==> config.mk <==
export PLATFORM = sky130hd
export DESIGN_NAME = aux_function_tuning_params
export DESIGN_NICKNAME = d
export VERILOG_FILES = /design/src/shared/aux_tuning_pkg.sv /design/src/core/aux_function_tuning_params.sv
export SDC_FILE = /design/constraint.sdc
export NUM_CORES = 1
export LEC_CHECK = 0
export ABC_AREA = 1
export BUFFER_PORTS_ARGS = -buffer_cell sky130_fd_sc_hd__buf_2
export CAP_MARGIN = 20
export CORE_MARGIN = 5
export CORE_UTILIZATION = 40
export CTS_BUF_LIST = sky130_fd_sc_hd__clkbuf_8
export DETAILED_ROUTE_END_ITERATION = 10
export PLACE_DENSITY = 0.66
export SKIP_LAST_GASP = 1
export SYNTH_ARGS = -nofsm -noshare
export SYNTH_HDL_FRONTEND = slang
export SYNTH_SLANG_ARGS = --single-unit
==> constraint.sdc <==
create_clock -name sys_clk -period 4.5 [get_ports sys_clk]
set_input_delay 0.45 -clock sys_clk [delete_from_list [all_inputs] [get_ports sys_clk]]
set_output_delay 0.45 -clock sys_clk [all_outputs]
set_load 0.005 [all_outputs]
==> src/shared/aux_tuning_pkg.sv <==
`default_nettype none

package aux_tuning_pkg;

   // ----------------------------------------------------------------
   // Parameter addresses
   // ----------------------------------------------------------------
   localparam logic [15:0] AUX_FUNC_ADDR = 16'h023c;
   localparam logic [15:0] SPEED_RESP_ADDR = 16'h023e;
   localparam logic [15:0] TUNING_MODE_ADDR = 16'h0240;

   // ----------------------------------------------------------------
   // Reset values
   // ----------------------------------------------------------------
   localparam logic [15:0] AUX_FUNC_RESET = 16'h0000;
   localparam logic [15:0] SPEED_RESP_RESET = 16'h0050;
   localparam logic [15:0] TUNING_MODE_RESET = 16'h0000;

   // ----------------------------------------------------------------
   // Legal ranges
   // ----------------------------------------------------------------
   localparam logic signed [15:0] AUX_FUNC_MIN = -16'sh0008;
   localparam logic signed [15:0] AUX_FUNC_MAX = 16'sh0008;
   localparam logic [15:0] SPEED_RESP_MIN = 16'h0001;
   localparam logic [15:0] SPEED_RESP_MAX = 16'h03e8;
   localparam logic [15:0] TUNING_MODE_MAX = 16'h0002;

   // ----------------------------------------------------------------
   // Auxiliary function codes
   // ----------------------------------------------------------------
   localparam logic [15:0] AUX_NONE = 16'h0000;
   localparam logic [15:0] AUX_FORCE_SERVO_ON = 16'h0001;
   localparam logic [15:0] AUX_VOLATILE = 16'h0005;
   localparam logic [15:0] AUX_SIMULATION = 16'h0006;

   // ----------------------------------------------------------------
   // Tuning modes
   // ----------------------------------------------------------------
   typedef enum logic [1:0] {
      TUNE_MANUAL = 2'h0,
      TUNE_AUTO = 2'h1,
      TUNE_SEMI = 2'h2
   } tuning_mode_e;

   // ----------------------------------------------------------------
   // Stiffness bands, upper limits in Hz
   // ----------------------------------------------------------------
   localparam logic [15:0] BAND_LOW_MAX = 16'h0032;
   localparam logic [15:0] BAND_MED_MAX = 16'h00fa;
   localparam logic [15:0] BAND_HIGH_MAX = 16'h0226;
   localparam logic [1:0] BAND_NONE = 2'h0;
   localparam logic [1:0] BAND_LOW = 2'h1;
   localparam logic [1:0] BAND_MED = 2'h2;
   localparam logic [1:0] BAND_HIGH = 2'h3;

   // Position loop response is the speed level shifted right by this
   localparam int POS_RESP_SHIFT = 2;

   // ----------------------------------------------------------------
   // Gain switching threshold units
   // ----------------------------------------------------------------
   localparam logic [1:0] UNIT_NONE = 2'h0;
   localparam logic [1:0] UNIT_PULSE = 2'h1;
   localparam logic [1:0] UNIT_KPPS = 2'h2;
   localparam logic [1:0] UNIT_RPM = 2'h3;

   // Number of gain and filter parameters reloaded on return to manual
   localparam int GAIN_COUNT = 7;

   // Fault vector bit positions
   localparam int FLT_OVERCURRENT = 0;
   localparam int FLT_OVERLOAD = 1;
   localparam int FLT_OVERSPEED = 2;
   localparam int FLT_REV_LIMIT = 3;
   localparam int FLT_FWD_LIMIT = 4;
   localparam int FLT_ESTOP = 5;
   localparam int FLT_WIDTH = 6;
   localparam logic [FLT_WIDTH-1:0] MOTOR_FAULT_MASK = 6'h07;

endpackage

`default_nettype wire

==> src/core/aux_function_tuning_params.sv <==
// Notes on behaviour
// Gain switch threshold unit follows condition: pulse error, Kpps or r/min.
// Selector zero disables forced servo-on, volatile storage and simulation.
// Selector one forces servo-on regardless of the external input.
// Selector five blocks nonvolatile writes; later values lost at power-down.
// Host sets selector five before communication control to spare storage.
// Selector six enters simulation: commands accepted, motor never driven.
// Simulation disables the servo-on output whatever the external input.
// Simulation reports the processor error code as zero.
// Simulation suppresses overcurrent, overload and overspeed reports.
// Simulation fault display shows only limits and emergency stop.
// Operator keeps selector at zero in normal operation.
// Selector clears to zero at every power-up.
// Speed response classed low 1-50, medium 51-250, high 251-550 Hz.
// Position loop response derives from the speed response level.
// Speed response level acts only in auto or semi-auto tuning.
// Tuning mode accepts 0 manual, 1 auto, 2 semi-auto.
// Manual mode leaves the seven gain parameters to the user.
// Leaving auto or semi-auto for manual loads the measured gains.
// Out-of-range writes are rejected and the old value kept.
`timescale 1ns/10ps
`default_nettype none

module aux_function_tuning_params
   import aux_tuning_pkg::*;
(
   input wire logic sys_clk, // 50 MHz clock
   input wire logic rst, // Async reset, active high
   input wire logic [15:0] param_addr, // Parameter address
   input wire logic [15:0] param_wr_data, // Write value
   input wire logic param_wr, // Write strobe
   input wire logic param_rd, // Read strobe
   output logic [15:0] param_rd_data, // Read value
   output logic param_ack, // Access accepted
   output logic param_err, // Access refused
   input wire logic servo_on_in, // External servo-on pin
   input wire logic [FLT_WIDTH-1:0] fault_in, // Raw fault pins
   input wire logic [7:0] dsp_error_code, // Processor error code
   input wire logic [3:0] gain_switch_condition, // Switching condition
   input wire logic [31:0] gain_switch_threshold, // Threshold value
   output logic servo_on_output, // Servo-on to power stage
   output logic nv_store_enable, // Allow nonvolatile writes
   output logic simulation_mode, // Motor drive inhibited
   output logic [7:0] dsp_error_out, // Reported error code
   output logic [FLT_WIDTH-1:0] fault_display, // Shown faults
   output logic [1:0] threshold_unit, // Meaning of threshold
   output logic [31:0] threshold_value, // Threshold value held
   output logic [1:0] stiffness_band, // Active stiffness band
   output logic [15:0] speed_response_eff, // Active speed response
   output logic [15:0] pos_response, // Position loop response
   output logic gain_auto_update, // Tuner may rewrite gains
   output logic gain_load_measured // Load measured gains, pulse
);

   // ----------------------------------------------------------------
   // Registers and synchronisers
   // ----------------------------------------------------------------
   logic [15:0] aux_function_code_reg;
   logic [15:0] speed_response_level_reg;
   tuning_mode_e tuning_mode_code_reg;
   logic servo_meta_reg;
   logic servo_sync_reg;
   logic [FLT_WIDTH-1:0] fault_meta_reg;
   logic [FLT_WIDTH-1:0] fault_sync_reg;

   always_ff @(posedge sys_clk or posedge rst) begin
      if (rst) begin
         servo_meta_reg <= 1'b0;
         servo_sync_reg <= 1'b0;
         fault_meta_reg <= '0;
         fault_sync_reg <= '0;
      end else begin
         servo_meta_reg <= servo_on_in;
         servo_sync_reg <= servo_meta_reg;
         fault_meta_reg <= fault_in;
         fault_sync_reg <= fault_meta_reg;
      end
   end

   // ----------------------------------------------------------------
   // Access decode and range checks
   // ----------------------------------------------------------------
   wire sel_aux = (param_addr == AUX_FUNC_ADDR);
   wire sel_speed = (param_addr == SPEED_RESP_ADDR);
   wire sel_mode = (param_addr == TUNING_MODE_ADDR);
   wire sel_any = sel_aux | sel_speed | sel_mode;

   wire aux_ok = ($signed(param_wr_data) >= AUX_FUNC_MIN) &&
                 ($signed(param_wr_data) <= AUX_FUNC_MAX);
   wire speed_ok = (param_wr_data >= SPEED_RESP_MIN) &&
                   (param_wr_data <= SPEED_RESP_MAX);
   wire mode_ok = (param_wr_data <= TUNING_MODE_MAX);

   wire value_ok = (sel_aux & aux_ok) | (sel_speed & speed_ok) |
                   (sel_mode & mode_ok);
   wire wr_take = param_wr & sel_any & value_ok;
   wire rd_take = param_rd & ~param_wr & sel_any;

   wire [15:0] rd_mux = sel_aux ? aux_function_code_reg :
                        sel_speed ? speed_response_level_reg :
                        {14'h0000, tuning_mode_code_reg};

   // ----------------------------------------------------------------
   // Parameter storage
   // ----------------------------------------------------------------
   tuning_mode_e mode_next;
   assign mode_next = tuning_mode_e'(param_wr_data[1:0]);

   always_ff @(posedge sys_clk or posedge rst) begin
      if (rst) begin
         aux_function_code_reg <= AUX_FUNC_RESET;
         speed_response_level_reg <= SPEED_RESP_RESET;
         tuning_mode_code_reg <= TUNE_MANUAL;
      end else if (wr_take) begin
         if (sel_aux) begin
            aux_function_code_reg <= param_wr_data;
         end
         if (sel_speed) begin
            speed_response_level_reg <= param_wr_data;
         end
         if (sel_mode) begin
            tuning_mode_code_reg <= mode_next;
         end
      end
   end

   // ----------------------------------------------------------------
   // Access answer
   // ----------------------------------------------------------------
   always_ff @(posedge sys_clk or posedge rst) begin
      if (rst) begin
         param_rd_data <= 16'h0000;
         param_ack <= 1'b0;
         param_err <= 1'b0;
      end else begin
         param_ack <= wr_take | rd_take;
         param_err <= (param_wr | param_rd) & ~(wr_take | rd_take);
         if (rd_take) begin
            param_rd_data <= rd_mux;
         end
      end
   end

   // ----------------------------------------------------------------
   // Auxiliary functions
   // ----------------------------------------------------------------
   wire force_on = (aux_function_code_reg == AUX_FORCE_SERVO_ON);
   wire volatile_store = (aux_function_code_reg == AUX_VOLATILE);
   wire sim = (aux_function_code_reg == AUX_SIMULATION);

   wire servo_next = ~sim & (force_on | servo_sync_reg);
   wire [FLT_WIDTH-1:0] fault_next =
      sim ? (fault_sync_reg & ~MOTOR_FAULT_MASK) : fault_sync_reg;
   wire [7:0] dsp_next = sim ? 8'h00 : dsp_error_code;

   always_ff @(posedge sys_clk or posedge rst) begin
      if (rst) begin
         servo_on_output <= 1'b0;
         nv_store_enable <= 1'b1;
         simulation_mode <= 1'b0;
         dsp_error_out <= 8'h00;
         fault_display <= '0;
      end else begin
         servo_on_output <= servo_next;
         nv_store_enable <= ~volatile_store;
         simulation_mode <= sim;
         dsp_error_out <= dsp_next;
         fault_display <= fault_next;
      end
   end

   // ----------------------------------------------------------------
   // Gain switching threshold unit
   // ----------------------------------------------------------------
   function automatic logic [1:0] unit_of(input logic [3:0] cond);
      case (cond)
         4'h2, 4'h6: unit_of = UNIT_PULSE;
         4'h3, 4'h7: unit_of = UNIT_KPPS;
         4'h4, 4'h8: unit_of = UNIT_RPM;
         default: unit_of = UNIT_NONE;
      endcase
   endfunction

   wire [1:0] unit_next = unit_of(gain_switch_condition);

   // ----------------------------------------------------------------
   // Tuning response and gain handling
   // ----------------------------------------------------------------
   function automatic logic [1:0] band_of(input logic [15:0] lvl);
      if (lvl == 16'h0000) begin
         band_of = BAND_NONE;
      end else if (lvl <= BAND_LOW_MAX) begin
         band_of = BAND_LOW;
      end else if (lvl <= BAND_MED_MAX) begin
         band_of = BAND_MED;
      end else if (lvl <= BAND_HIGH_MAX) begin
         band_of = BAND_HIGH;
      end else begin
         band_of = BAND_NONE;
      end
   endfunction

   wire tuning_auto = (tuning_mode_code_reg == TUNE_AUTO) ||
                      (tuning_mode_code_reg == TUNE_SEMI);
   wire [15:0] eff_next = tuning_auto ? speed_response_level_reg
                                      : 16'h0000;
   wire [1:0] band_next = band_of(eff_next);
   wire [15:0] pos_next = eff_next >> POS_RESP_SHIFT;
   wire to_manual = wr_take & sel_mode & tuning_auto &
                    (mode_next == TUNE_MANUAL);

   always_ff @(posedge sys_clk or posedge rst) begin
      if (rst) begin
         threshold_unit <= UNIT_NONE;
         threshold_value <= 32'h0000_0000;
         stiffness_band <= BAND_NONE;
         speed_response_eff <= 16'h0000;
         pos_response <= 16'h0000;
         gain_auto_update <= 1'b0;
         gain_load_measured <= 1'b0;
      end else begin
         threshold_unit <= unit_next;
         threshold_value <= gain_switch_threshold;
         stiffness_band <= band_next;
         speed_response_eff <= eff_next;
         pos_response <= pos_next;
         gain_auto_update <= tuning_auto;
         gain_load_measured <= to_manual;
      end
   end

endmodule

`default_nettype wire

* Word-level counts from Yosys, hierarchy flattened
Index checks and enable logic that the tools add are counted.
Storage, ports and cells: register bits after elaboration 151, word-level logic and storage cells 88
Operators by class: magnitude comparators 8, equality and inequality tests 14, multiplexer cells 10, bitwise logic cells 23, reduce and logical (&&, ||, !) cells 11
Operator list (number):
- == test 16 x 10 -> 1 bit (second input constant) | 3
- 2-to-1 mux 16 bit | 3
- == test 16 x 3 -> 1 bit (second input constant) | 2
- <= comparator 16 x 10 -> 1 bit (second input constant) | 2
- == test 16 x 1 -> 1 bit (second input constant) | 1
- >= comparator 16 x 1 -> 1 bit (second input constant) | 1
- >= comparator 16 x 4 -> 1 bit (second input constant) | 1
- <= comparator 16 x 2 -> 1 bit (second input constant) | 1
- <= comparator 16 x 5 -> 1 bit (second input constant) | 1
- <= comparator 16 x 6 -> 1 bit (second input constant) | 1
- <= comparator 16 x 8 -> 1 bit (second input constant) | 1
- zero test 16 bit | 1
- bitwise AND 1 bit | 12
- == test 4 x 3 -> 1 bit (second input constant) | 3
- == test 4 x 2 -> 1 bit (second input constant) | 2
- 2-to-1 mux 2 bit | 4
- 2-to-1 mux 8 bit | 1
- bitwise OR 1 bit | 7
- case mux 2 bit (3 select lines) | 1
- AND reduction 2 bit | 3
- OR reduction 2 bit | 3
- == test 4 bit (second input constant) | 1
- NOT 1 bit | 4
- 2-to-1 mux 3 bit | 1
- other kinds (5) | 6

* Logic depth before layout (Yosys ltp)
depth in word-level cells 9, gate-level depth with buffers 13, depth with buffers taken out 12

* Least setup slack after synthesis
Ideal clock, no wire load.
path type in2reg, start input param_addr[6], end register speed_response_level_reg[8], setup time 117 ps, arrival time 1595 ps, data required time 4383 ps, slack 2788 ps, stages 12, buffers on the path 2, path through nor2_1 nand2_1 nor2_2 inv_2 nor2_4 nand3_1 nand3_2 buf_6 nand3_4 buf_6 nand2_1 nand2_1
Between the ends: longest elaborated chain between the ends 6
Ends and longest elaborated chain:
- start, declared | RTL line aux_function_tuning_params.sv:29 | input wire logic [15:0] param_addr,
- == test 16 x 10 -> 1 bit, on equally long branches | RTL line aux_function_tuning_params.sv:83, aux_function_tuning_params.sv:84
- bitwise OR 1 bit / bitwise AND 1 bit (equally long branches) | RTL line aux_function_tuning_params.sv:86, aux_function_tuning_params.sv:94
- bitwise OR 1 bit, on equally long branches | RTL line aux_function_tuning_params.sv:86, aux_function_tuning_params.sv:94
- bitwise AND 1 bit / bitwise OR 1 bit (equally long branches) | RTL line aux_function_tuning_params.sv:96, aux_function_tuning_params.sv:94
- bitwise AND 1 bit | RTL line aux_function_tuning_params.sv:96 | wire wr_take = param_wr & sel_any & value_ok;
- AND reduction 2 bit (no line) (*)
- end signal, assigned | RTL line aux_function_tuning_params.sv:119 | speed_response_level_reg <= param_wr_data;
- end, declared | RTL line aux_function_tuning_params.sv:59 | logic [15:0] speed_response_level_reg;
Mark *: on every way between the ends. The rest lies on a longest branch, timed or not. A chain may end at the register's enable or synchronous reset.

* Worst setup path after layout
start input param_addr[6], end register param_rd_data[12]
Between the ends: longest elaborated chain between the ends 4
Ends and longest elaborated chain:
- == test 16 x 10 -> 1 bit, on equally long branches | RTL line aux_function_tuning_params.sv:83, aux_function_tuning_params.sv:84
- bitwise OR 1 bit (2 in a row) | RTL line aux_function_tuning_params.sv:86 | wire sel_any = sel_aux | sel_speed | sel_mode;
- bitwise AND 1 bit | RTL line aux_function_tuning_params.sv:97 | wire rd_take = param_rd & ~param_wr & sel_any;
- end signal, assigned | RTL line aux_function_tuning_params.sv:139 | param_rd_data <= rd_mux;
- end, declared | RTL line aux_function_tuning_params.sv:33 | output logic [15:0] param_rd_data,
Parallel ways exist; a longest one is shown, timed or not.

==> impl_metrics.env <==
export IMPL_ys_types=29
export IMPL_cts_buffer_depth=2
export IMPL_max_cap_viol_count=0
export IMPL_place_area_um2=6610
export IMPL_gp_congestion=0.834
export IMPL_fin_nets=902
export IMPL_switchingPower_w=0.000539
export IMPL_cts_sinks=137
export IMPL_worstHoldPathType="primary input to flip-flop"
export IMPL_critPathKind="primary input to flip-flop"
export IMPL_drc=0
export IMPL_min_period_ns=2.23
export IMPL_final_cells=1007
export IMPL_swShare_pct=22.2
export IMPL_ys_seq_area_share_pct=61.1
export IMPL_drt_iter0_drc=324
export IMPL_grt_max_degree=100
export IMPL_required_ns=4.87
export IMPL_post_dp_hpwl_um=10700
export IMPL_post_route_period_util_pct=49.6
export IMPL_grt_overflow=0
export IMPL_antenna_found_initial=0
export IMPL_cellPowerDensity_nw_per_um2=345
export IMPL_cts_setup_buffers=0
export IMPL_row_count=43
export IMPL_internal_power_w=0.00189
export IMPL_fp_dieH_um=128
export IMPL_hold_viol_final=0
export IMPL_start_util_pct=40.6
export IMPL_antenna_cells=0
export IMPL_ant_nets=0
export IMPL_p_leak_nw=4.03
export IMPL_crit_fanout=17
export IMPL_grt_pass1_wl_um=22400
export IMPL_synth_warning_count=0
export IMPL_largest_reg_flops=32
export IMPL_dp_cells=976
export IMPL_die_area_um2=16500
export IMPL_tightestPinTransition_ns=0.873
export IMPL_relSlewSlack_pct=41.8
export IMPL_layout_drive_gt1_share_pct=29.0
export IMPL_setup_violations_final=0
export IMPL_power_frac_comb_pct=5.3
export IMPL_worstPathArrival_ns=2.60
export IMPL_grtUsageTotal_pct=17.2
export IMPL_final_setup_skew_ns=0.0106
export IMPL_critical_path_startpoint_type="primary input"
export IMPL_tns_ns=0
export IMPL_cts_buffers=17
export IMPL_status="completed"
export IMPL_clock_root_buffer="clkbuf_8"
export IMPL_synth_area_um2=5620
export IMPL_regMostFlops="threshold_value"
export IMPL_synth_seq_cells=137
export IMPL_final_max_slew_violation_count=0
export IMPL_floorplan_die_width_um=128
export IMPL_design_area_um2=7020
export IMPL_peakVddDrop_mv=0.156
export IMPL_cts_hold_buf=0
export IMPL_final_util_pct=50.8
export IMPL_layout_commonest_cell="nand2_1"
export IMPL_vias_per_cell=4.59
export IMPL_vias=4620
export IMPL_core_area_um2=13800
export IMPL_seq_power_share_pct=52.3
export IMPL_portBuffers=189
export IMPL_rsz0062_at_grt="false"
export IMPL_area_growth_pct=25.0
export IMPL_grt_pass1_vias=4439
export IMPL_cts_tree="built"
export IMPL_cts_resized=0
export IMPL_max_freq_ghz=0.448
export IMPL_wl_um=14000
export IMPL_p_clk_share_pct=42.4
export IMPL_syn_inst=635
export IMPL_critPathCaptureType="flip-flop"
export IMPL_drt_pass1_iterations=5
export IMPL_io_pin_count=192
export IMPL_routedWlPerCell_um=13.9
export IMPL_path_clk_slew_ns=0.08
export IMPL_layout_common_cells="197 x nand2_1, 189 x buf_2, 134 x dfrtp_1"
export IMPL_synth_area_per_cell_um2=8.85
export IMPL_htree_levels=4
export IMPL_clk_latency_ns=0.43
-- critical path: stages --
cell     delay, ns
buf_2         0.10
nor2_1        0.14
nand2_1       0.09
nor2_1        0.29
nand2_1       0.40
nand3_1       0.23
nand2_2       0.24
inv_1         0.45
nand2_1       0.12
nand2_1       0.07
-- power by group through the flow --
stage / sequential (W) / combinational [W] / clock [W]
after global routing: 0.00127 / 0.000149 / 0.00112
after global placement: 0.00129 / 0.000131 / 0
after floorplan: 0.00129 / 0.0000459 / 0
final: 0.00127 / 0.000130 / 0.00103
after detailed placement: 0.00129 / 0.000133 / 0
after CTS: 0.00127 / 0.000134 / 0.00106
-- stage by stage --
step	total power, W	worst slack, ns	hold WS [ns]
2_1_floorplan	0.00134	0.387	0.331
3_3_place_gp	0.00142	1.81	0.333
3_5_place_dp	0.00142	1.83	0.335
4_1_cts	0.00246	2.29	0.0841
5_1_grt	0.00254	1.93	0.0729
6_report	0.00242	2.27	0.116
-- metal layers --
layer,GRT usage [%],up-vias,part of all wire (%)
li1,-,2303,-
met1,23.4,2166,42
met2,27.9,136,51
met3,3.45,15,5.0
met4,5.93,0,1.5
met5,0,-,0
-- cell type report --
type	instances	area, um2
Inverter	87	332
Timing Repair Buffer	191	961
Clock buffer	19	262
Fill cell	1365	6810
Sequential cell	137	3430
Multi-Input combinational cell	381	1660
Tap cell	180	225
Clock inverter	12	150
-- worst paths after layout --
path | start | to | slack, ns | depth (start not counted)
setup / recovery | param_addr[6] | param_rd_data[12] | 2.27 | 10
hold / removal | gain_switch_threshold[30] | threshold_value[30] | 0.12 | 1
setup reg to reg | tuning_mode_code_reg[1] | stiffness_band[0] | 2.65 | 11
hold reg to reg | fault_meta_reg[4] | fault_sync_reg[4] | 0.35 | 0
max in group asynchronous | rst | fault_meta_reg[4] | 3.27 | 3
min in group asynchronous | rst | threshold_value[16] | 0.17 | 2
-- cell usage after synthesis (all sizes together) --
| master | instances | share of area [%] |
|---|---|---|
| a21oi | 2 | 0.18 |
| a41oi | 1 | 0.16 |
| and2 | 1 | 0.11 |
| buf | 24 | 3.1 |
| clkbuf | 7 | 0.47 |
| conb | 1 | 0.067 |
| dfrtp | 134 | 60 |
| dfstp | 3 | 1.4 |
| inv | 87 | 5.8 |
| nand2 | 198 | 13 |
| nand3 | 32 | 3.3 |
| nand3b | 2 | 0.27 |
| nand4 | 21 | 2.5 |
| nor2 | 85 | 6.1 |
| nor3 | 3 | 0.27 |
| nor4b | 1 | 0.16 |
| o21ai | 20 | 1.8 |
| o22ai | 9 | 1.0 |
| or2 | 4 | 0.45 |
-- cell families (layout without fill, tap and decap cells) --
group,Yosys count,count (layout),share of synthesized area [%]
AOI/OAI and AO/OA,32,32,3.12
buffers and inverters,118,309,9.40
DFF,137,137,61.1
other,1,2,0.0668
and+or+nand+nor,347,347,26.3
No activity file was read; power rests on OpenSTA's default activity.
